<file path="src/hdl/adc_ctrl_pkg.sv">
// Shared constants and types for the converter control block.
// Assumes a byte-wide register port and a separate analogue core.
package adc_ctrl_pkg;
    localparam int          ADDR_W      = 4;
    localparam logic [3:0]  OFS_RES_LO  = 4'h0;
    localparam logic [3:0]  OFS_RES_HI  = 4'h1;
    localparam logic [3:0]  OFS_CTRL0   = 4'h2;
    localparam logic [3:0]  OFS_CTRL1   = 4'h3;
    localparam logic [3:0]  OFS_CTRL2   = 4'h4;
    localparam logic [3:0]  OFS_DELAY   = 4'h5;
    localparam logic [3:0]  OFS_LOB_LO  = 4'h6;
    localparam logic [3:0]  OFS_LOB_HI  = 4'h7;
    localparam logic [3:0]  OFS_HIB_LO  = 4'h8;
    localparam logic [3:0]  OFS_HIB_HI  = 4'h9;
    localparam logic [3:0]  OFS_IRQ_ST  = 4'hA;
    localparam logic [3:0]  OFS_IRQ_MSK = 4'hB;
    // Control 0 fields
    localparam int          C0_START    = 7;
    localparam int          C0_BUSY     = 6;
    localparam int          C0_OFF      = 5;
    localparam int          C0_FMT      = 4;
    // Control 1 fields
    localparam int          C1_TRIG     = 7;
    localparam int          C1_DLY_EN   = 6;
    localparam int          C1_PWM_SRC  = 5;
    localparam int          C1_UPPER    = 4;
    localparam int          C1_LOWER    = 3;
    // Interrupt status bits
    localparam int          IRQ_EOC     = 0;
    localparam int          IRQ_BOUND   = 1;
    localparam int          IRQ_W       = 2;
    // Reset values
    localparam logic [7:0]  RST_CTRL0   = 8'h60;
    localparam logic [7:0]  RST_CTRL1   = 8'h00;
    localparam logic [1:0]  RST_CTRL2   = 2'h0;
    localparam logic [7:0]  RST_DELAY   = 8'h00;
    localparam logic [11:0] RST_BOUND   = 12'h000;
    // Boundary condition encodings
    localparam logic [1:0]  BND_INSIDE  = 2'h0;
    localparam logic [1:0]  BND_BELOW   = 2'h1;
    localparam logic [1:0]  BND_ABOVE   = 2'h2;
    localparam logic [1:0]  BND_OUTSIDE = 2'h3;

    typedef enum logic [2:0] {
        ST_IDLE  = 3'b000,
        ST_ARMED = 3'b001,
        ST_DELAY = 3'b010,
        ST_CONV  = 3'b011
    } conv_state_t;

    typedef struct packed {
        logic        start;
        logic [3:0]  channel;
        logic [2:0]  clk_div;
        logic        power_off;
    } core_cmd_t;

    typedef struct packed {
        logic        done;
        logic [11:0] data;
    } core_result_t;
endpackage : adc_ctrl_pkg

</file>
<file path="src/hdl/adc_control_result_format.sv">
// Control, result formatting and boundary compare for a 12-bit converter.
// Assumes core and PWM events are on clock; done is a one-cycle pulse.
//
// Contract
// RULE_01: Each 12-bit result is held split over a readable high and low byte.
// RULE_02: Format 0: high byte bits 11..4, low byte upper nibble bits 3..0.
// RULE_03: Format 1: low byte bits 7..0, high byte low nibble bits 11..8.
// RULE_04: Boundary pairs follow the same alignment as the result pair.
// RULE_05: Four-bit channel select routes one of nine inputs to the core.
// RULE_06: Compare each result with boundaries, interrupt on selected condition.
// RULE_07: PWM-triggered starts may insert a programmable delay.
// RULE_08: Control 0: start 7, busy 6, power off 5, format 4, channel 3..0.
// RULE_09: Control 1: trigger 7, delay 6, PWM source 5, bounds 4..3, clock 2..0.
// RULE_10: Control 2 holds only the PWM duty channel select in bits 1..0.
// RULE_11: An eight-bit writable delay register sets the PWM start delay.
// RULE_12: Result bytes are read only; writes leave them unchanged.
// RULE_13: Start bit rise resets core and sets busy; its fall starts conversion.
// RULE_14: Busy reads 1 during conversion; cleared at end with interrupt set.
// RULE_15: Delay equals register value times clock period; zero when disabled.
// RULE_16: Bounds select 00 inside, 01 at/below low, 10 at/above high, 11 either.
// RULE_17: Unused register bits read zero and ignore writes.
// RULE_18: The result path is twelve bits wide throughout.
//
// Added by the designer: the strobed register port and the register offsets.
`timescale 1ns/100ps
module adc_control_result_format (
    input  wire logic                        clock,
    input  wire logic                        reset_n,
    input  wire logic [3:0]                  address,
    input  wire logic [7:0]                  write_data,
    input  wire logic                        write_strobe,
    input  wire logic                        read_strobe,
    output logic      [7:0]                  read_data,
    input  wire logic                        pwm_period_irq,
    input  wire logic [2:0]                  pwm_duty_irq,
    output adc_ctrl_pkg::core_cmd_t          core_cmd,
    output logic                             core_reset,
    input  wire adc_ctrl_pkg::core_result_t  core_result,
    output logic                             irq
);
    logic [7:0]                  ctrl0;
    logic                        start_bit;
    logic                        busy;
    logic [5:0]                  control_low;
    logic [7:0]                  ctrl1;
    logic [1:0]                  ctrl2;
    logic [7:0]                  start_delay_count;
    logic [11:0]                 low_bound;
    logic [11:0]                 high_bound;
    logic [11:0]                 result;
    logic [adc_ctrl_pkg::IRQ_W-1:0] irq_status;
    logic [adc_ctrl_pkg::IRQ_W-1:0] irq_mask;
    adc_ctrl_pkg::conv_state_t   state;
    logic [7:0]                  delay_left;
    logic                        pwm_trig;
    logic                        start_rise;
    logic                        start_fall;
    logic                        bound_hit;
    logic                        wr;

    function automatic logic [15:0] pack12(input logic [11:0] v,
                                           input logic fmt);
        if (fmt)
            pack12 = {4'h0, v};
        else
            pack12 = {v, 4'h0};
    endfunction : pack12

    function automatic logic [11:0] merge12(input logic [11:0] old,
                                            input logic [7:0] b,
                                            input logic hi,
                                            input logic fmt);
        logic [15:0] p;
        p = pack12(old, fmt);
        if (hi)
            p[15:8] = b;
        else
            p[7:0] = b;
        merge12 = fmt ? p[11:0] : p[15:4];
    endfunction : merge12

    wire [15:0] res_pair = pack12(result, ctrl0[adc_ctrl_pkg::C0_FMT]);
    wire [15:0] lob_pair = pack12(low_bound, ctrl0[adc_ctrl_pkg::C0_FMT]);
    wire [15:0] hib_pair = pack12(high_bound, ctrl0[adc_ctrl_pkg::C0_FMT]);
    assign ctrl0 = {start_bit, busy, control_low};
    assign wr = write_strobe;
    // Level edges of software start bit
    assign start_rise = wr && address == adc_ctrl_pkg::OFS_CTRL0
        && write_data[adc_ctrl_pkg::C0_START]
        && !ctrl0[adc_ctrl_pkg::C0_START]; // RULE_13
    assign start_fall = wr && address == adc_ctrl_pkg::OFS_CTRL0
        && !write_data[adc_ctrl_pkg::C0_START]
        && ctrl0[adc_ctrl_pkg::C0_START]; // RULE_13
    // Code 11 of the duty select reuses the last channel
    assign pwm_trig = ctrl1[adc_ctrl_pkg::C1_PWM_SRC]
        ? pwm_duty_irq[(ctrl2 == 2'h3) ? 2'h2 : ctrl2]
        : pwm_period_irq; // RULE_10

    // Control registers; result bytes have no write path
    always_ff @(posedge clock) begin
        if (!reset_n) begin
            start_bit <= adc_ctrl_pkg::RST_CTRL0[adc_ctrl_pkg::C0_START];
            control_low <= adc_ctrl_pkg::RST_CTRL0[5:0];
            ctrl1 <= adc_ctrl_pkg::RST_CTRL1;
            ctrl2 <= adc_ctrl_pkg::RST_CTRL2;
            start_delay_count <= adc_ctrl_pkg::RST_DELAY;
            irq_mask <= '0;
        end else if (wr) begin
            if (address == adc_ctrl_pkg::OFS_CTRL0) begin
                start_bit <= write_data[adc_ctrl_pkg::C0_START]; // RULE_08
                control_low <= write_data[5:0]; // RULE_08
            end else if (address == adc_ctrl_pkg::OFS_CTRL1) begin
                ctrl1 <= write_data; // RULE_09
            end else if (address == adc_ctrl_pkg::OFS_CTRL2) begin
                ctrl2 <= write_data[1:0]; // RULE_10 RULE_17
            end else if (address == adc_ctrl_pkg::OFS_DELAY) begin
                start_delay_count <= write_data; // RULE_11
            end else if (address == adc_ctrl_pkg::OFS_IRQ_MSK) begin
                irq_mask <= write_data[adc_ctrl_pkg::IRQ_W-1:0];
            end
        end
    end

    // Boundaries stored as 12-bit values, bytes mapped by format
    always_ff @(posedge clock) begin
        if (!reset_n) begin
            low_bound <= adc_ctrl_pkg::RST_BOUND;
            high_bound <= adc_ctrl_pkg::RST_BOUND;
        end else if (wr) begin
            if (address == adc_ctrl_pkg::OFS_LOB_LO
                || address == adc_ctrl_pkg::OFS_LOB_HI) begin
                low_bound <= merge12(low_bound, write_data,
                    address == adc_ctrl_pkg::OFS_LOB_HI,
                    ctrl0[adc_ctrl_pkg::C0_FMT]); // RULE_04 RULE_17
            end else if (address == adc_ctrl_pkg::OFS_HIB_LO
                || address == adc_ctrl_pkg::OFS_HIB_HI) begin
                high_bound <= merge12(high_bound, write_data,
                    address == adc_ctrl_pkg::OFS_HIB_HI,
                    ctrl0[adc_ctrl_pkg::C0_FMT]); // RULE_04 RULE_17
            end
        end
    end

    // Conversion sequencing
    always_ff @(posedge clock) begin
        if (!reset_n) begin
            state <= adc_ctrl_pkg::ST_IDLE;
            delay_left <= 8'h00;
        end else begin
            case (state)
                adc_ctrl_pkg::ST_IDLE, adc_ctrl_pkg::ST_CONV: begin
                    if (ctrl0[adc_ctrl_pkg::C0_OFF]) begin
                        state <= adc_ctrl_pkg::ST_IDLE;
                    end else if (!ctrl1[adc_ctrl_pkg::C1_TRIG]) begin
                        if (start_rise)
                            state <= adc_ctrl_pkg::ST_ARMED; // RULE_13
                        else if (core_result.done)
                            state <= adc_ctrl_pkg::ST_IDLE; // RULE_14
                    end else if (pwm_trig
                        && state == adc_ctrl_pkg::ST_IDLE) begin
                        delay_left <= start_delay_count; // RULE_15
                        state <= (ctrl1[adc_ctrl_pkg::C1_DLY_EN]
                            && start_delay_count != 8'h00)
                            ? adc_ctrl_pkg::ST_DELAY
                            : adc_ctrl_pkg::ST_CONV; // RULE_07
                    end else if (core_result.done) begin
                        state <= adc_ctrl_pkg::ST_IDLE; // RULE_14
                    end
                end
                adc_ctrl_pkg::ST_ARMED: begin
                    if (start_fall)
                        state <= adc_ctrl_pkg::ST_CONV; // RULE_13
                end
                adc_ctrl_pkg::ST_DELAY: begin
                    // One clock period per count
                    if (delay_left == 8'h01)
                        state <= adc_ctrl_pkg::ST_CONV; // RULE_15
                    delay_left <= delay_left - 8'h01;
                end
                default: state <= adc_ctrl_pkg::ST_IDLE;
            endcase
        end
    end

    // Busy reads high out of reset, as the core is powered down
    always_ff @(posedge clock) begin
        if (!reset_n)
            busy <= adc_ctrl_pkg::RST_CTRL0[adc_ctrl_pkg::C0_BUSY];
        else if (start_rise && !ctrl1[adc_ctrl_pkg::C1_TRIG])
            busy <= 1'b1; // RULE_13
        else if (state == adc_ctrl_pkg::ST_CONV && core_result.done)
            busy <= 1'b0; // RULE_14
        else if (state == adc_ctrl_pkg::ST_DELAY
            || (pwm_trig && ctrl1[adc_ctrl_pkg::C1_TRIG]
                && state == adc_ctrl_pkg::ST_IDLE
                && !ctrl0[adc_ctrl_pkg::C0_OFF]))
            busy <= 1'b1;
    end

    // Full-width result capture
    always_ff @(posedge clock) begin
        if (!reset_n)
            result <= 12'h000;
        else if (state == adc_ctrl_pkg::ST_CONV && core_result.done)
            result <= core_result.data; // RULE_01 RULE_18
    end

    always_comb begin
        case (ctrl1[adc_ctrl_pkg::C1_UPPER:adc_ctrl_pkg::C1_LOWER]) // RULE_16
            adc_ctrl_pkg::BND_INSIDE:
                bound_hit = low_bound < core_result.data
                    && core_result.data < high_bound;
            adc_ctrl_pkg::BND_BELOW:
                bound_hit = core_result.data <= low_bound;
            adc_ctrl_pkg::BND_ABOVE:
                bound_hit = core_result.data >= high_bound;
            default:
                bound_hit = core_result.data <= low_bound
                    || core_result.data >= high_bound;
        endcase
    end

    // Sticky status; a new event wins over a write-one clear
    always_ff @(posedge clock) begin
        if (!reset_n) begin
            irq_status <= '0;
        end else begin
            logic [adc_ctrl_pkg::IRQ_W-1:0] set;
            set = '0;
            set[adc_ctrl_pkg::IRQ_EOC] = state == adc_ctrl_pkg::ST_CONV
                && core_result.done; // RULE_14
            set[adc_ctrl_pkg::IRQ_BOUND] = state == adc_ctrl_pkg::ST_CONV
                && core_result.done && bound_hit; // RULE_06
            irq_status <= (irq_status
                & ~((wr && address == adc_ctrl_pkg::OFS_IRQ_ST)
                    ? write_data[adc_ctrl_pkg::IRQ_W-1:0] : '0)) | set;
        end
    end

    assign irq = |(irq_status & irq_mask);

    assign core_cmd.start = state == adc_ctrl_pkg::ST_ARMED && start_fall
        || state == adc_ctrl_pkg::ST_DELAY && delay_left == 8'h01
        || state == adc_ctrl_pkg::ST_IDLE && pwm_trig
           && ctrl1[adc_ctrl_pkg::C1_TRIG] && !ctrl0[adc_ctrl_pkg::C0_OFF]
           && !(ctrl1[adc_ctrl_pkg::C1_DLY_EN]
                && start_delay_count != 8'h00); // RULE_07
    assign core_cmd.channel = ctrl0[3:0]; // RULE_05
    assign core_cmd.clk_div = ctrl1[2:0];
    assign core_cmd.power_off = ctrl0[adc_ctrl_pkg::C0_OFF];
    assign core_reset = state == adc_ctrl_pkg::ST_ARMED; // RULE_13

    // Read port, one cycle latency, unmapped reads zero
    always_ff @(posedge clock) begin
        if (!reset_n) begin
            read_data <= 8'h00;
        end else if (read_strobe) begin
            if (address == adc_ctrl_pkg::OFS_RES_LO)
                read_data <= res_pair[7:0]; // RULE_02 RULE_03
            else if (address == adc_ctrl_pkg::OFS_RES_HI)
                read_data <= res_pair[15:8]; // RULE_02 RULE_03
            else if (address == adc_ctrl_pkg::OFS_CTRL0)
                read_data <= ctrl0;
            else if (address == adc_ctrl_pkg::OFS_CTRL1)
                read_data <= ctrl1;
            else if (address == adc_ctrl_pkg::OFS_CTRL2)
                read_data <= {6'h00, ctrl2}; // RULE_17
            else if (address == adc_ctrl_pkg::OFS_DELAY)
                read_data <= start_delay_count;
            else if (address == adc_ctrl_pkg::OFS_LOB_LO)
                read_data <= lob_pair[7:0]; // RULE_04
            else if (address == adc_ctrl_pkg::OFS_LOB_HI)
                read_data <= lob_pair[15:8]; // RULE_04
            else if (address == adc_ctrl_pkg::OFS_HIB_LO)
                read_data <= hib_pair[7:0]; // RULE_04
            else if (address == adc_ctrl_pkg::OFS_HIB_HI)
                read_data <= hib_pair[15:8]; // RULE_04
            else if (address == adc_ctrl_pkg::OFS_IRQ_ST)
                read_data <= {6'h00, irq_status};
            else if (address == adc_ctrl_pkg::OFS_IRQ_MSK)
                read_data <= {6'h00, irq_mask};
            else
                read_data <= 8'h00;
        end else begin
            read_data <= 8'h00;
        end
    end

    property p_busy_clear_on_done;
        @(posedge clock) disable iff (!reset_n)
        state == adc_ctrl_pkg::ST_CONV && core_result.done
            |=> !ctrl0[adc_ctrl_pkg::C0_BUSY]
                && irq_status[adc_ctrl_pkg::IRQ_EOC];
    endproperty
    a_busy_clear_on_done: assert property (p_busy_clear_on_done) // RULE_14
        else $error("busy not cleared at conversion end");

    property p_rise_sets_busy;
        @(posedge clock) disable iff (!reset_n)
        start_rise && !ctrl1[adc_ctrl_pkg::C1_TRIG]
            |=> ctrl0[adc_ctrl_pkg::C0_BUSY] && core_reset;
    endproperty
    a_rise_sets_busy: assert property (p_rise_sets_busy) // RULE_13
        else $error("start rise did not reset core");

    property p_result_kept;
        @(posedge clock) disable iff (!reset_n)
        !(state == adc_ctrl_pkg::ST_CONV && core_result.done)
            |=> result == $past(result);
    endproperty
    a_result_kept: assert property (p_result_kept) // RULE_12
        else $error("result changed without conversion");

    property p_ctrl2_read;
        @(posedge clock) disable iff (!reset_n)
        read_strobe && address == adc_ctrl_pkg::OFS_CTRL2
            |=> read_data[7:2] == 6'h00;
    endproperty
    a_ctrl2_read: assert property (p_ctrl2_read) // RULE_17
        else $error("unused control bits read nonzero");

    property p_delay_length;
        @(posedge clock) disable iff (!reset_n)
        state == adc_ctrl_pkg::ST_DELAY && delay_left != 8'h01
            |=> state == adc_ctrl_pkg::ST_DELAY
                && delay_left == $past(delay_left) - 8'h01;
    endproperty
    a_delay_length: assert property (p_delay_length) // RULE_15
        else $error("start delay length wrong");

    property p_format_hi;
        @(posedge clock) disable iff (!reset_n)
        read_strobe && address == adc_ctrl_pkg::OFS_RES_HI && ctrl0[4]
            |=> read_data[7:4] == 4'h0;
    endproperty
    a_format_hi: assert property (p_format_hi) // RULE_03
        else $error("high nibble not zero in right format");

    property p_format_lo;
        @(posedge clock) disable iff (!reset_n)
        read_strobe && address == adc_ctrl_pkg::OFS_RES_LO && !ctrl0[4]
            |=> read_data == {$past(result[3:0]), 4'h0};
    endproperty
    a_format_lo: assert property (p_format_lo) // RULE_02
        else $error("left format low byte wrong");

    property p_bound_irq;
        @(posedge clock) disable iff (!reset_n)
        state == adc_ctrl_pkg::ST_CONV && core_result.done
            && core_result.data <= low_bound && ctrl1[4:3] == 2'h1
            |=> irq_status[adc_ctrl_pkg::IRQ_BOUND];
    endproperty
    a_bound_irq: assert property (p_bound_irq) // RULE_06
        else $error("boundary interrupt missed");
endmodule : adc_control_result_format

</file>
<file path="config.mk">
export PLATFORM = sky130hd
export DESIGN_NAME = adc_control_result_format
export DESIGN_NICKNAME = d
export VERILOG_FILES = /design/src/hdl/adc_ctrl_pkg.sv /design/src/hdl/adc_control_result_format.sv
export SDC_FILE = /design/constraint.sdc
export NUM_CORES = 1
export LEC_CHECK = 0
export BUFFER_PORTS_ARGS = -buffer_cell sky130_fd_sc_hd__buf_2
export CELL_PAD_IN_SITES_DETAIL_PLACEMENT = 0
export CELL_PAD_IN_SITES_GLOBAL_PLACEMENT = 1
export CORE_UTILIZATION = 46
export CTS_BUF_LIST = sky130_fd_sc_hd__clkbuf_4 sky130_fd_sc_hd__clkbuf_8
export DETAILED_ROUTE_END_ITERATION = 12
export PLACE_DENSITY = 0.85
export SLEW_MARGIN = 20
export SYNTH_ARGS = -nofsm -noshare
export SYNTH_HDL_FRONTEND = slang
export SYNTH_SLANG_ARGS = --single-unit
</file>
<file path="constraint.sdc">
create_clock -name clock -period 2.7 [get_ports clock]
set_input_delay 0.135 -clock clock [delete_from_list [all_inputs] [get_ports clock]]
set_output_delay 0.135 -clock clock [all_outputs]
set_load 0.005 [all_outputs]
</file>
==> flow_results.org, run 1 <==
** Status
- The flow ran to the end, but the final reports show violations.
- The final reports fail on DRC.

** Placed design
- Dpl cells :: 881
- Before CTS, the worst setup slack after placement is 0.501 ns.
- Buffers on Ports :: 51
- Weighted congestion at the end of routability-driven global placement :: 0.990
- HPWL after detailed placement :: 14.2 mm

** Pwr
- LEAKAGE :: 2.38 nW
- The worst-case IR drop observed on VDD is 360 uV.
- PD cells :: 447 nW/um2

** Detailed routing
- Violation count after the first detailed-routing iteration :: 620
- Length of the first detailed-routing pass in iterations :: 9
- In this run the remaining antenna-violating nets after routing total 0.
- Wires add up to 18.9 mm.
- Average wire per standard cell :: 21.1 um
- Detailed routing inserted a total of 5675 vias.
- In the routed design, unresolved DRC markers number 3.
- Dividing the detail-routed via count by the number of cells gives 6.33.

** Layout
- Relative to the synthesized area, the layout overhead comes to 9.49%.
- Area of the multi-input gates :: 3450 um2
- Number of nets at the end of the flow :: 808
- Fillcell total :: 1178
- The sequential cells in the finished layout cover a total of 1700 um2.
- Fraction of final layout cells sized beyond drive strength 1 :: 13.9%
- 0 antenna diodes ended up in the layout.
- Final non-filler cell total :: 896

** Synthesis
- After synthesis, the largest area contributor takes up 30.7% of total cell area.
- In this run, synthesis produced a sequential element count of 85.
- Net count of the mapped netlist :: 778
- Primary FF master, synth :: dfxtp_1
- Proportion of synthesized chip area in sequential cells :: 30.7%
- Most frequent cell after synthesis :: a21oi_1
- Counting instances in the post-synthesis netlist gives the leading cell types as 86 x a21oi_1, 85 x dfxtp_1, 85 x nand2_1.
- In this run, synthesis inferred 0 flip-flops with an integrated enable.
- Post-Syn Instances :: 719
- Post-Synthesis Cell Area :: 5550 um2
- By area the synthesized netlist is led by dfxtp_1 31%, a21oi_1 7.8%, mux2i_1 7.6%.
- Number of distinct library cells after synthesis :: 70
- Largest area contributor in the synthesized netlist :: dfxtp_1
- Yosys warning total :: 0
- Syn Area/Cell :: 7.72 um2
- Async S/R FF share, synth :: 0%

** Critical path
- Req. time, crit path :: 2.96 ns
- Worst setup EP type :: flop
- The worst setup path is launched from a flop.
- At the worst endpoint, the arrival time is 2.50 ns.
- By startpoint and endpoint, the worst setup path is classified as flop to flop.
- Along the worst path, the maximum fanout reaches 4.

** STA
- Period utilisation layout :: 82.8%
- Setup violations remaining at the end of the flow were counted as 0.
- Worst-Margin Slew :: 0.812 ns
- Min setup slack post-route :: 0.464 ns
- Post-Route Hold Slack :: 0.00706 ns
- The number of hold violations in the final report is 0.
- Setup repair after global routing left no endpoint under its margin.
- Final worst path period need :: 2.24 ns
- The number of pins exceeding their max-slew limit in the final report was 0.
- Max_slew headroom :: 45.4%
- In the final timing run, aggregate negative setup slack is 0 ns.
- Peak clock frequency supported by timing :: 0.447 GHz
- Layout Skew :: 0.0149 ns

** Clock network
- In this run the deepest clock path goes through 2 buffers.
- In this run the post-CTS setup repair buffer count came out at 0.
- Total clock sinks :: 85
- Total clock buffers created by CTS :: 9
- Quantity of hold-fixing buffers added after cts :: 0
- Post-CTS Resized :: 0
- The later pin in the worst-skew pair is clocked with a latency of 0.38 ns.
- CTS H-tree lvls :: 3
- Clock tree root buffer cell :: clkbuf_8
- TritonCTS built the clock tree.
- Reg clk slew, reported paths :: 0.10 ns

** Global routing
- Met3 track demand over resource in global routing :: 7.29%
- Total global routing track utilization :: 30.7%
- Maximum number of pins on one net before global-route repair :: 46
- Grt peak-use layer :: met2
- Met1 usage :: 43.1%
- Wire length of the first global-routing pass :: 29.4 mm
- Global routing finished with a remaining overflow of 0.
- Met2 routing resource usage after global routing :: 44.3%
- The via count of the first global-routing pass was 5287.
- Number of antenna violations at the first check in global routing :: 0

** Floorplan
- Initial Utilization :: 48.0%
- Measured along the x axis, the die boundary spans 112 um.
- The initialized floorplan defines 39 standard-cell rows.
- Floorplan die area :: 12500 um2
- 52 I/O pins were placed.
- Height of the die :: 112 um
- CORE AREA :: 11600 um2

** Flow run
- Across the run, the number of max-cap violations was 0.

** Worst hold path
- Worst Hold Class :: primary input to flop
-- layout make-up --
cell class / count / area share (%)
Sequential cell: 85 / 28.0
Clock buffer: 9 / 2.04
Multi-Input combinational cell: 550 / 56.8
Clock inverter: 6 / 1.59
Inverter: 33 / 2.04
Timing Repair Buffer: 70 / 6.55
Tap cell: 143 / 2.94
-- worst max-delay path, stage by stage, from the launching register on --
cell and delay, ns:
dfxtp_1 0.40, inv_1 0.06, ha_1 0.30, nand4_1 0.16, o21ai_1 0.08, and3_1 0.18, a2111oi_0 0.58, mux2i_1 0.26
a31oi_1 0.09
-- layer usage --
metal | share of wire, % | vias to the layer above
met5 | 0 | -
met4 | 3.7 | 0
met3 | 10 | 49
met2 | 41 | 300
met1 | 45 | 2658
li1 | - | 2668
-- layout by cell type (no fill, tap or decap), types with 3 or more instances in the layout --
| master | instances |
|---|---|
| o21ai_1 | 31 |
| ha_1 | 26 |
| buf_2 | 51 |
| o21a_1 | 6 |
| a22oi_1 | 6 |
| nor2b_1 | 9 |
| a31oi_1 | 4 |
| nor3_1 | 12 |
| or3_1 | 4 |
| mux2i_1 | 42 |
| mux2_2 | 4 |
| mux2_1 | 3 |
| clkbuf_8 | 9 |
| inv_1 | 28 |
| nand2b_1 | 9 |
| a21oi_1 | 86 |
| nand2_1 | 85 |
| a221oi_1 | 11 |
| o21bai_1 | 3 |
| o211ai_1 | 7 |
| nor2_1 | 61 |
| nand3_1 | 22 |
| inv_2 | 3 |
| o22ai_1 | 20 |
| buf_4 | 19 |
| dfxtp_1 | 84 |
| nand4_1 | 8 |
| a211o_1 | 4 |
| a211oi_1 | 11 |
| or4_1 | 4 |
| o21ai_0 | 27 |
-- path summary, 6_finish.rpt --
kind / start / end / slack [ns] / cells past startpoint
setup / recovery: low_bound[9] / irq_status[1] / 0.46 / 8
hold / removal: core_result[0] / result[0] / 0.007 / 3
setup reg to reg: low_bound[9] / irq_status[1] / 0.46 / 8
hold reg to reg: delay_left[7] / delay_left[7] / 0.49 / 2
-- sequential cells by signal, summed over array words and instances, names as in the netlist --
| name | flops |
|---|---|
| delay_left | 8 |
| read_data | 8 |
| start_delay_count | 8 |
| irq_mask | 2 |
| ctrl1 | 8 |
| ctrl2 | 2 |
| low_bound | 12 |
| start_bit | 1 |
| state | 3 |
| control_low | 6 |
| result | 12 |
| high_bound | 12 |
| busy | 1 |
| irq_status | 2 |
-- logic make-up after synthesis --
family          Yosys count  share of synthesized area (%)
compound gates          243                           27.4
simple gates            230                           19.6
flops                    85                           30.7
buf+inv                  84                           7.12
mux                      50                           9.26
fa+ha+maj                26                           5.86
other cells               1                         0.0676
-- power breakdown --
group | internal [mW] | switching [mW] | total [mW] | leakage (nW)
Clock | 0.527 | 0.511 | 1.04 | 0.108
Sequential | 1.27 | 0.0274 | 1.30 | 0.688
Combinational | 0.134 | 0.247 | 0.380 | 1.58
-- metrics by stage --
stage | total power, mW | utilization [%] | cell area (um2)
floorplan | 1.57 | - | 5550
global placement | 1.69 | 50.6 | 5860
detailed placement | 1.70 | 50.6 | 5860
CTS | 2.72 | 52.5 | 6080
global route | 2.82 | 52.5 | 6080
finish | 2.72 | 52.5 | 6080
(Power assumes the default switching activity.)
==> run 2: changes to the inputs <==
Settings changed: CORE_UTILIZATION 46 to 41, PLACE_DENSITY 0.85 to 0.8.
Clock period 2.7 ns to 2.05 ns, I/O delays scaled along.
==> run 2 against run 1 <==
Wire length up 3.9%. Largest power group unchanged. The flow now finishes without violations. Worst hold slack better by 0.0033 ns. Global-route usage down 2.7 points. Clock power up 19%. Critical path type is now flop to primary output. Final cell count up 8.8%.
==> flow_results.org, run 2 (synthesized netlist as in run 1, its figures left out) <==
** Status
- The flow ran to the end, and the final reports show no timing, DRC or antenna violations.

** Placed design
- HPWL after detailed placement :: 14.9 mm (+4.6%)
- Weighted congestion at the end of routability-driven global placement :: 0.998 (+0.74%)
- Dpl ws :: 0.0323 ns (-0.468 ns)
- The number of port buffers is 51 (unchanged).

** STA
- Max_slew headroom :: 61.4% (+16 points)
- The clock skew after layout was 0.0206 ns (+0.00570 ns).
- Worst-Margin Slew :: 0.578 ns (-0.235 ns)
- The setup total negative slack is 0 ns (unchanged).
- Slew Viols, Final :: 0 (unchanged)
- Of the available clock period, the critical path in the final layout requires 97.5%.
- Timing would allow up to 0.500 GHz.
- Final setup viols :: 0 (unchanged)
- Final worst path period need :: 2.00 ns
- Final Hold Fails :: 0 (unchanged)
- Min setup slack post-route :: 0.0502 ns (-0.414 ns)

** Critical path
- The buffers plus inverters on the worst setup path was 1 (unchanged).
- Cell at the slowest stage of the critical path :: or4_1
- Req. time, crit path :: 1.95 ns (-1.01 ns)
- Worst setup EP type :: primary output
- The worst reg-to-reg setup slack came to 0.06 ns (-0.40 ns).
- Data arrival time of the critical path :: 1.90 ns (-0.60 ns)
- The worst stage delay on the critical path was 0.56 ns (-0.02 ns).
- Kind of cell adding the most delay to the critical path :: simple AND/OR/NAND/NOR gates
- The largest driver fanout on the critical path is 4 (unchanged).
- Critical Path Start Type :: flop
- Walking the worst path, the cells encountered are or4_1 -> o21ai_2 -> nand3_1 -> o21ai_1 -> buf_2.
- Setup CP Type :: flop to primary output

** Global routing
- Maximum number of pins on one net before global-route repair :: 53 (+15%)
- Number of global-route vias before repair :: 5293 (+0.11%)
- The global-route wire length before repair is 29.9 mm (+1.4%).
- Total global routing track utilization :: 28.0% (-2.7 points)
- The total grt overflow is 0 (unchanged).
- Number of antenna violations at the first check in global routing :: 0 (unchanged)

** Pwr
- The total leakage power was 2.63 nW (+10%).
- The portion of total power attributed to combinational logic came to 16.3% (+2.3 points).
- The worst ir drop on vdd was 266 uV (-26%).
- Design internal power :: 2.50 mW (+29%)
- Proportion of power drawn by the clock network :: 35.3% (-2.9 points)
- The switching share of power was 28.9% (+0.068 points).
- The proportion of power drawn by flip-flops and latches came to 48.4% (+0.6 points).
- Net Sw Power :: 1.02 mW (+30%)
- The power density over cell area was 537 nW/um2 (+20%).

** Clock network
- The clock latency reported for the late side of the worst-skew pair was 0.39 ns (about the same).
- Max clock buf depth :: 2 (unchanged)
- The clock transition time at the flip-flop clock pins of the worst setup and hold paths was 0.08 ns (-0.02 ns).
- Total clock sinks :: 85 (unchanged)
- CTS placed an instance of clkbuf_8 at the clock tree root.
- TritonCTS built the clock tree.
- Total clock buffers created by CTS :: 9 (unchanged)
- The number of levels the H-tree was split into is 3 (unchanged).

** Floorplan
- Initial Utilization :: 41.9% (-6.1 points)
- Rows :: 42 (+7.7%)
- IO Pins :: 52 (unchanged)
- The full die area was 14000 um2 (+12%).
- Height of the die :: 118 um (+5.8%)
- The chip width is 118 um (+5.8%).
- CORE AREA :: 13200 um2 (+15%)

** Layout
- Highest-count cells in the layout ignoring fill and taps :: 85 x nand2_1, 84 x a21oi_1, 78 x dfxtp_1
- Layout area overhead :: 18.0%
- The largest registers in the layout are high_bound (12), low_bound (12), result (12).
- The number of nets in the final layout was 854 (+5.7%).
- Area of the multi-input gates :: 3520 um2 (+2.1%)
- The share of post-route cells with drive strength above 1 is 20.5% (+6.6 points).
- Commonest non-fill, non-tap cell in the layout :: nand2_1
- The sequential cell area came to 1710 um2 (+0.59%).
- The number of antenna diodes was 0 (unchanged).
- The fill cell total of the finished layout is 1343 (+14%).

** Flow run
- The count of max-cap constraint violations came to 0 (unchanged).

** Detailed routing
- Average wire per standard cell :: 20.1 um (-4.6%)
- The met3 wire length was 1.51 mm (-21%).
- Violation count after the first detailed-routing iteration :: 673 (+8.5%)
- Length of routed met2 wiring :: 8.38 mm (+7.7%)
- The via count came to 5859 (+3.2%).
- Via density per instance :: 6.01 (-5.1%)
- Routed met1 length :: 9.09 mm (+6.9%)
- Number of antenna-violating nets in the routed design :: 0 (unchanged)
- The detailed-routing iteration count for the pre-antenna-repair pass was 6 (-3).
- Routed WL :: 19.6 mm (+3.9%)
- The number of remaining DRC errors is 0 (-3).
- Highest routed metal layer :: met4

** Worst hold path
- Worst Hold Class :: primary input to flop
[run 2: cell types whose count changed in the layout (fill, tap and decap cells not counted), sizes merged]
cell | previous run | this run
dlygate4sd3 | 0 | 3
buf | 70 | 113
bufinv | 2 | 1
clkinv | 3 | 5
clkinvlp | 1 | 0
clkbuf | 9 | 11
inv | 33 | 31
[run 2: worst paths after layout]
| kind | cells after the start | to | from |
|---|---|---|---|
| hold / removal | 3 | result[6] | core_result[6] |
| hold reg to reg | 2 | delay_left[7] | delay_left[7] |
| setup / recovery | 5 | core_cmd[8] | start_delay_count[0] |
| setup reg to reg | 6 | read_data[0] | control_low[4] |
[run 2: area by class of cell]
cell class / count / area share, %
multi-input combinational: 550 / 53.8
sequential: 85 / 26.1
timing repair buffer: 116 / 11.8
tap: 176 / 3.36
clock buffer: 11 / 2.22
inverter: 33 / 1.89
clock inverter: 4 / 0.745
[run 2: power groups by stage]
stage          logic, mW  clock network, mW  registers [mW]
2_1_floorplan      0.333                  0            1.73
5_1_grt            0.621               1.32            1.71
4_1_cts            0.548               1.25            1.70
3_5_place_dp       0.540                  0            1.74
6_report           0.575               1.24            1.70
3_3_place_gp       0.534                  0            1.74
[run 2: through the flow]
step | hold slack (ns) | cell area [um2] | util, % | power (mW) | cells
6_report | 0.0104 | 6550 | 49.5 | 3.52 | 975
3_3_place_gp | 0.358 | 6230 | 47.1 | 2.27 | 955
3_5_place_dp | 0.370 | 6230 | 47.1 | 2.28 | 955
2_1_floorplan | 0.238 | 5550 | - | 2.07 | 719
4_1_cts | 0.000323 | 6470 | 48.9 | 3.50 | 973
5_1_grt | 0.0149 | 6550 | 49.5 | 3.65 | 975
[run 2: tightest hold or removal path, cell delays in order]
cell	delay, ns
buf_2	0.13
nand2_1	0.06
a21oi_1	0.05
[run 2: what timing repair did]
item                                    4_1_cts  5_1_grt
endpoints found under the setup margin        1        3
resized for setup                             3       17
endpoints found under the hold margin         3        0
buffers inserted                              0        2
hold buffers                                  3        0
pin swaps                                     0        4
[run 2: layer usage]
metal | track usage, % | vias up
met5 | 0 | -
met4 | 11.8 | 0
met3 | 3.91 | 45
met2 | 41.3 | 279
met1 | 40.5 | 2767
li1 | - | 2768
==> run 3: changes to the inputs <==
Settings changed: CTS_CLUSTER_SIZE set to 40, REMOVE_ABC_BUFFERS set to 1.
==> run 3 against run 2 <==
Sequential cell count is the same. Register-to-register slack lost 0.04 ns. Power is 4.0% higher. Die area is the same. Fmax fell by 1.7%. Clock-buffer cell count fell by 1. Worst hold slack better by 0.016 ns. Setup slack got worse by 0.035 ns. Design area increased by 2.7%. Wire length increased by 3.8%. Sequential power is essentially flat.
==> flow_results.org, run 3 (synthesized netlist as in run 1, its figures left out) <==
** Detailed routing
- Via density per instance :: 5.98 (-0.51%)
- Length of the first detailed-routing pass in iterations :: 5 (-1)
- The via count came to 5859 (unchanged).
- Number of antenna-violating nets in the routed design :: 0 (unchanged)
- The routed wire length came to 20.4 mm (+3.8%).
- Violation count after the first detailed-routing iteration :: 574 (-15%)
- Average wire per standard cell :: 20.8 um (+3.2%)
- The number of remaining DRC errors is 0 (unchanged).

** Critical path
- The slowest stage of the critical path is the or4_4 cell.
- The critical path goes through inv_1 -> ha_1 -> nand4_1 -> nor3_4 -> or4_4 -> nor4_4 -> mux2i_1 -> a31oi_1.
- The data required time of the worst path is 2.36 ns (+0.41 ns).
- The largest driver fanout on the critical path was 2 (-2).
- Setup CP Type :: flop to flop
- Critical Path Start Type :: flop
- Slowest Stage Delay on Critical Path :: 0.53 ns (-0.03 ns)
- Data arrival time of the critical path :: 2.35 ns (+0.45 ns)
- STA classifies the critical path endpoint as a flop.

** Clock network
- The total CTS buffers was 9 (unchanged).
- The number of levels the H-tree was split into came to 3 (unchanged).
- TritonCTS clock tree :: done
- Max clock buf depth :: 2 (unchanged)
- The clock latency reported for the late side of the worst-skew pair came to 0.38 ns (about the same).
- Reg clk slew, reported paths :: 0.09 ns (about the same)
- Clock tree root buffer cell :: clkbuf_8
- The clock net sink count is 85 (unchanged).

** Layout
- Fraction of final layout cells sized beyond drive strength 1 :: 24.5% (+4.0 points)
- The core utilization of the finished layout came to 50.8% (+1.4 points).
- The fill cell total of the finished layout came to 1331 (-0.89%).
- Layout area overhead :: 21.3%
- Leaving out fill and tap cells, the most frequent cells in the layout are 85 x nand2_1, 85 x a21oi_1, 69 x dfxtp_1, 69 x buf_4, 61 x nor2_1.
- The largest registers in the layout are high_bound (12), low_bound (12), result (12).
- The number of antenna diodes was 0 (unchanged).
- The number of nets in the final layout was 859 (+0.59%).

** Placed design
- The final HPWL from detailed placement came to 15.3 mm (+3.0%).
- Buffers on Ports :: 51 (unchanged)
- The final weighted congestion in routability-driven placement is 1.00 (+0.63%).
- Dpl ws :: 0.0271 ns (-0.00516 ns)

** Floorplan
- The chip width was 118 um (unchanged).
- The y dimension of the die came to 118 um (unchanged).
- CORE AREA :: 13200 um2 (unchanged)
- The full die area is 14000 um2 (unchanged).
- Initial Utilization :: 41.9% (unchanged)
- The number of placement rows came to 42 (unchanged).
- The number of ports placed on the die boundary is 52 (unchanged).

** Global routing
- Number of global-route vias before repair :: 5570 (+5.2%)
- The overall routing resource usage came to 29.3% (+1.3 points).
- Maximum number of pins on one net before global-route repair :: 53 (unchanged)
- Wire length of the first global-routing pass :: 31.4 mm (+5.3%)
- Overflow after GRT :: 0 (unchanged)
- The initial antenna violation count is 0 (unchanged).

** STA
- The clock skew after layout was 0.0122 ns (-0.00841 ns).
- Worst-Margin Slew :: 0.643 ns (+0.0658 ns)
- Setup repair after global routing could not meet its margin everywhere.
- The setup total negative slack came to 0 ns (unchanged).
- The number of pins exceeding their max-slew limit in the final report is 0 (unchanged).
- The minimum clock period was 2.03 ns (+0.0349 ns).
- Peak clock frequency supported by timing :: 0.491 GHz (-1.7%)
- The worst slew margin relative to its limit was 56.8% (-4.6 points).
- The number of hold violations in the final report was 0 (unchanged).
- Period utilisation layout :: 99.3% (+1.7 points)
- The worst-case setup margin in the final layout came to 0.0154 ns (-0.0349 ns).
- Final setup viols :: 0 (unchanged)

** Pwr
- Worst ir drop on vdd :: 260 uV (-2.4%)
- The power density over cell area is 543 nW/um2 (+1.2%).
- The total leakage power is 2.69 nW (+2.5%).
- Total design power :: 3.66 mW (+4.0%)

** Flow run
- The count of max-cap constraint violations came to 0 (unchanged).

** Status
- Status :: completed

** Worst hold path
- The path class of the tightest hold or removal check is primary input to flop.
run 3: worst paths after layout:
kind / start / end / slack [ns] / depth (start not counted)
max: low_bound[2] / irq_status[1] / 0.02 / 8
min: core_result[2] / result[2] / 0.03 / 3
max reg2reg: low_bound[2] / irq_status[1] / 0.02 / 8
min reg2reg: result[11] / result[11] / 0.47 / 2
run 3: through the flow:
stage / cell area, um2 / std cells / hold slack, ns
final: 6730 / 980 / 0.0267
after global routing: 6730 / 980 / 0.0439
after CTS: 6500 / 977 / 0.00247
after detailed placement: 6260 / 960 / 0.377
after global placement: 6260 / 960 / 0.367
after floorplan: 5280 / 668 / 0.174
run 3: area by class of cell:
class	instances	area (um2)	area share (%)
Inverter	33	124	1.84
Clock inverter	5	85.1	1.26
Sequential cell	85	1730	25.7
Timing Repair Buffer	121	806	12.0
Clock buffer	10	131	1.95
Tap cell	176	220	3.27
Multi-Input combinational cell	550	3630	54.0
run 3: timing repair:
| item | 4_1_cts | 5_1_grt |
|---|---|---|
| endpoints found under the setup margin | 2 | 3 |
| buffers inserted | 0 | 5 |
| endpoints found under the hold margin | 2 | 0 |
| pin swaps | 0 | 10 |
| hold buffers | 2 | 0 |
| gates resized for setup | 2 | 49 |
run 3: metal layers:
layer  up-vias  routed length [um]  share of wire [%]  GRT usage, %
met5         -                   0                  0             0
met4         0                 659                3.2          13.2
met3        40                1340                6.6          4.92
met2       251                9560                 47          47.4
met1      2797                8800                 43          38.2
li1       2771                   -                  -             -
run 3: report_power, final:
group | switching (mW) | internal (mW) | leakage, nW
Clock | 0.651 | 0.700 | 0.106
Combinational | 0.370 | 0.235 | 1.89
Sequential | 0.0279 | 1.67 | 0.696
Total | 1.05 | 2.61 | 2.69
run 3: critical path: cells and delay by family, from the launching register on:
kind / cells / cell delay (ns)
DFF: 1 / 0.34
buffers and inverters: 1 / 0.06
adders and majority gates: 1 / 0.29
AOI/OAI and AO/OA: 1 / 0.13
muxes: 1 / 0.11
and+or+nand+nor: 4 / 1.03
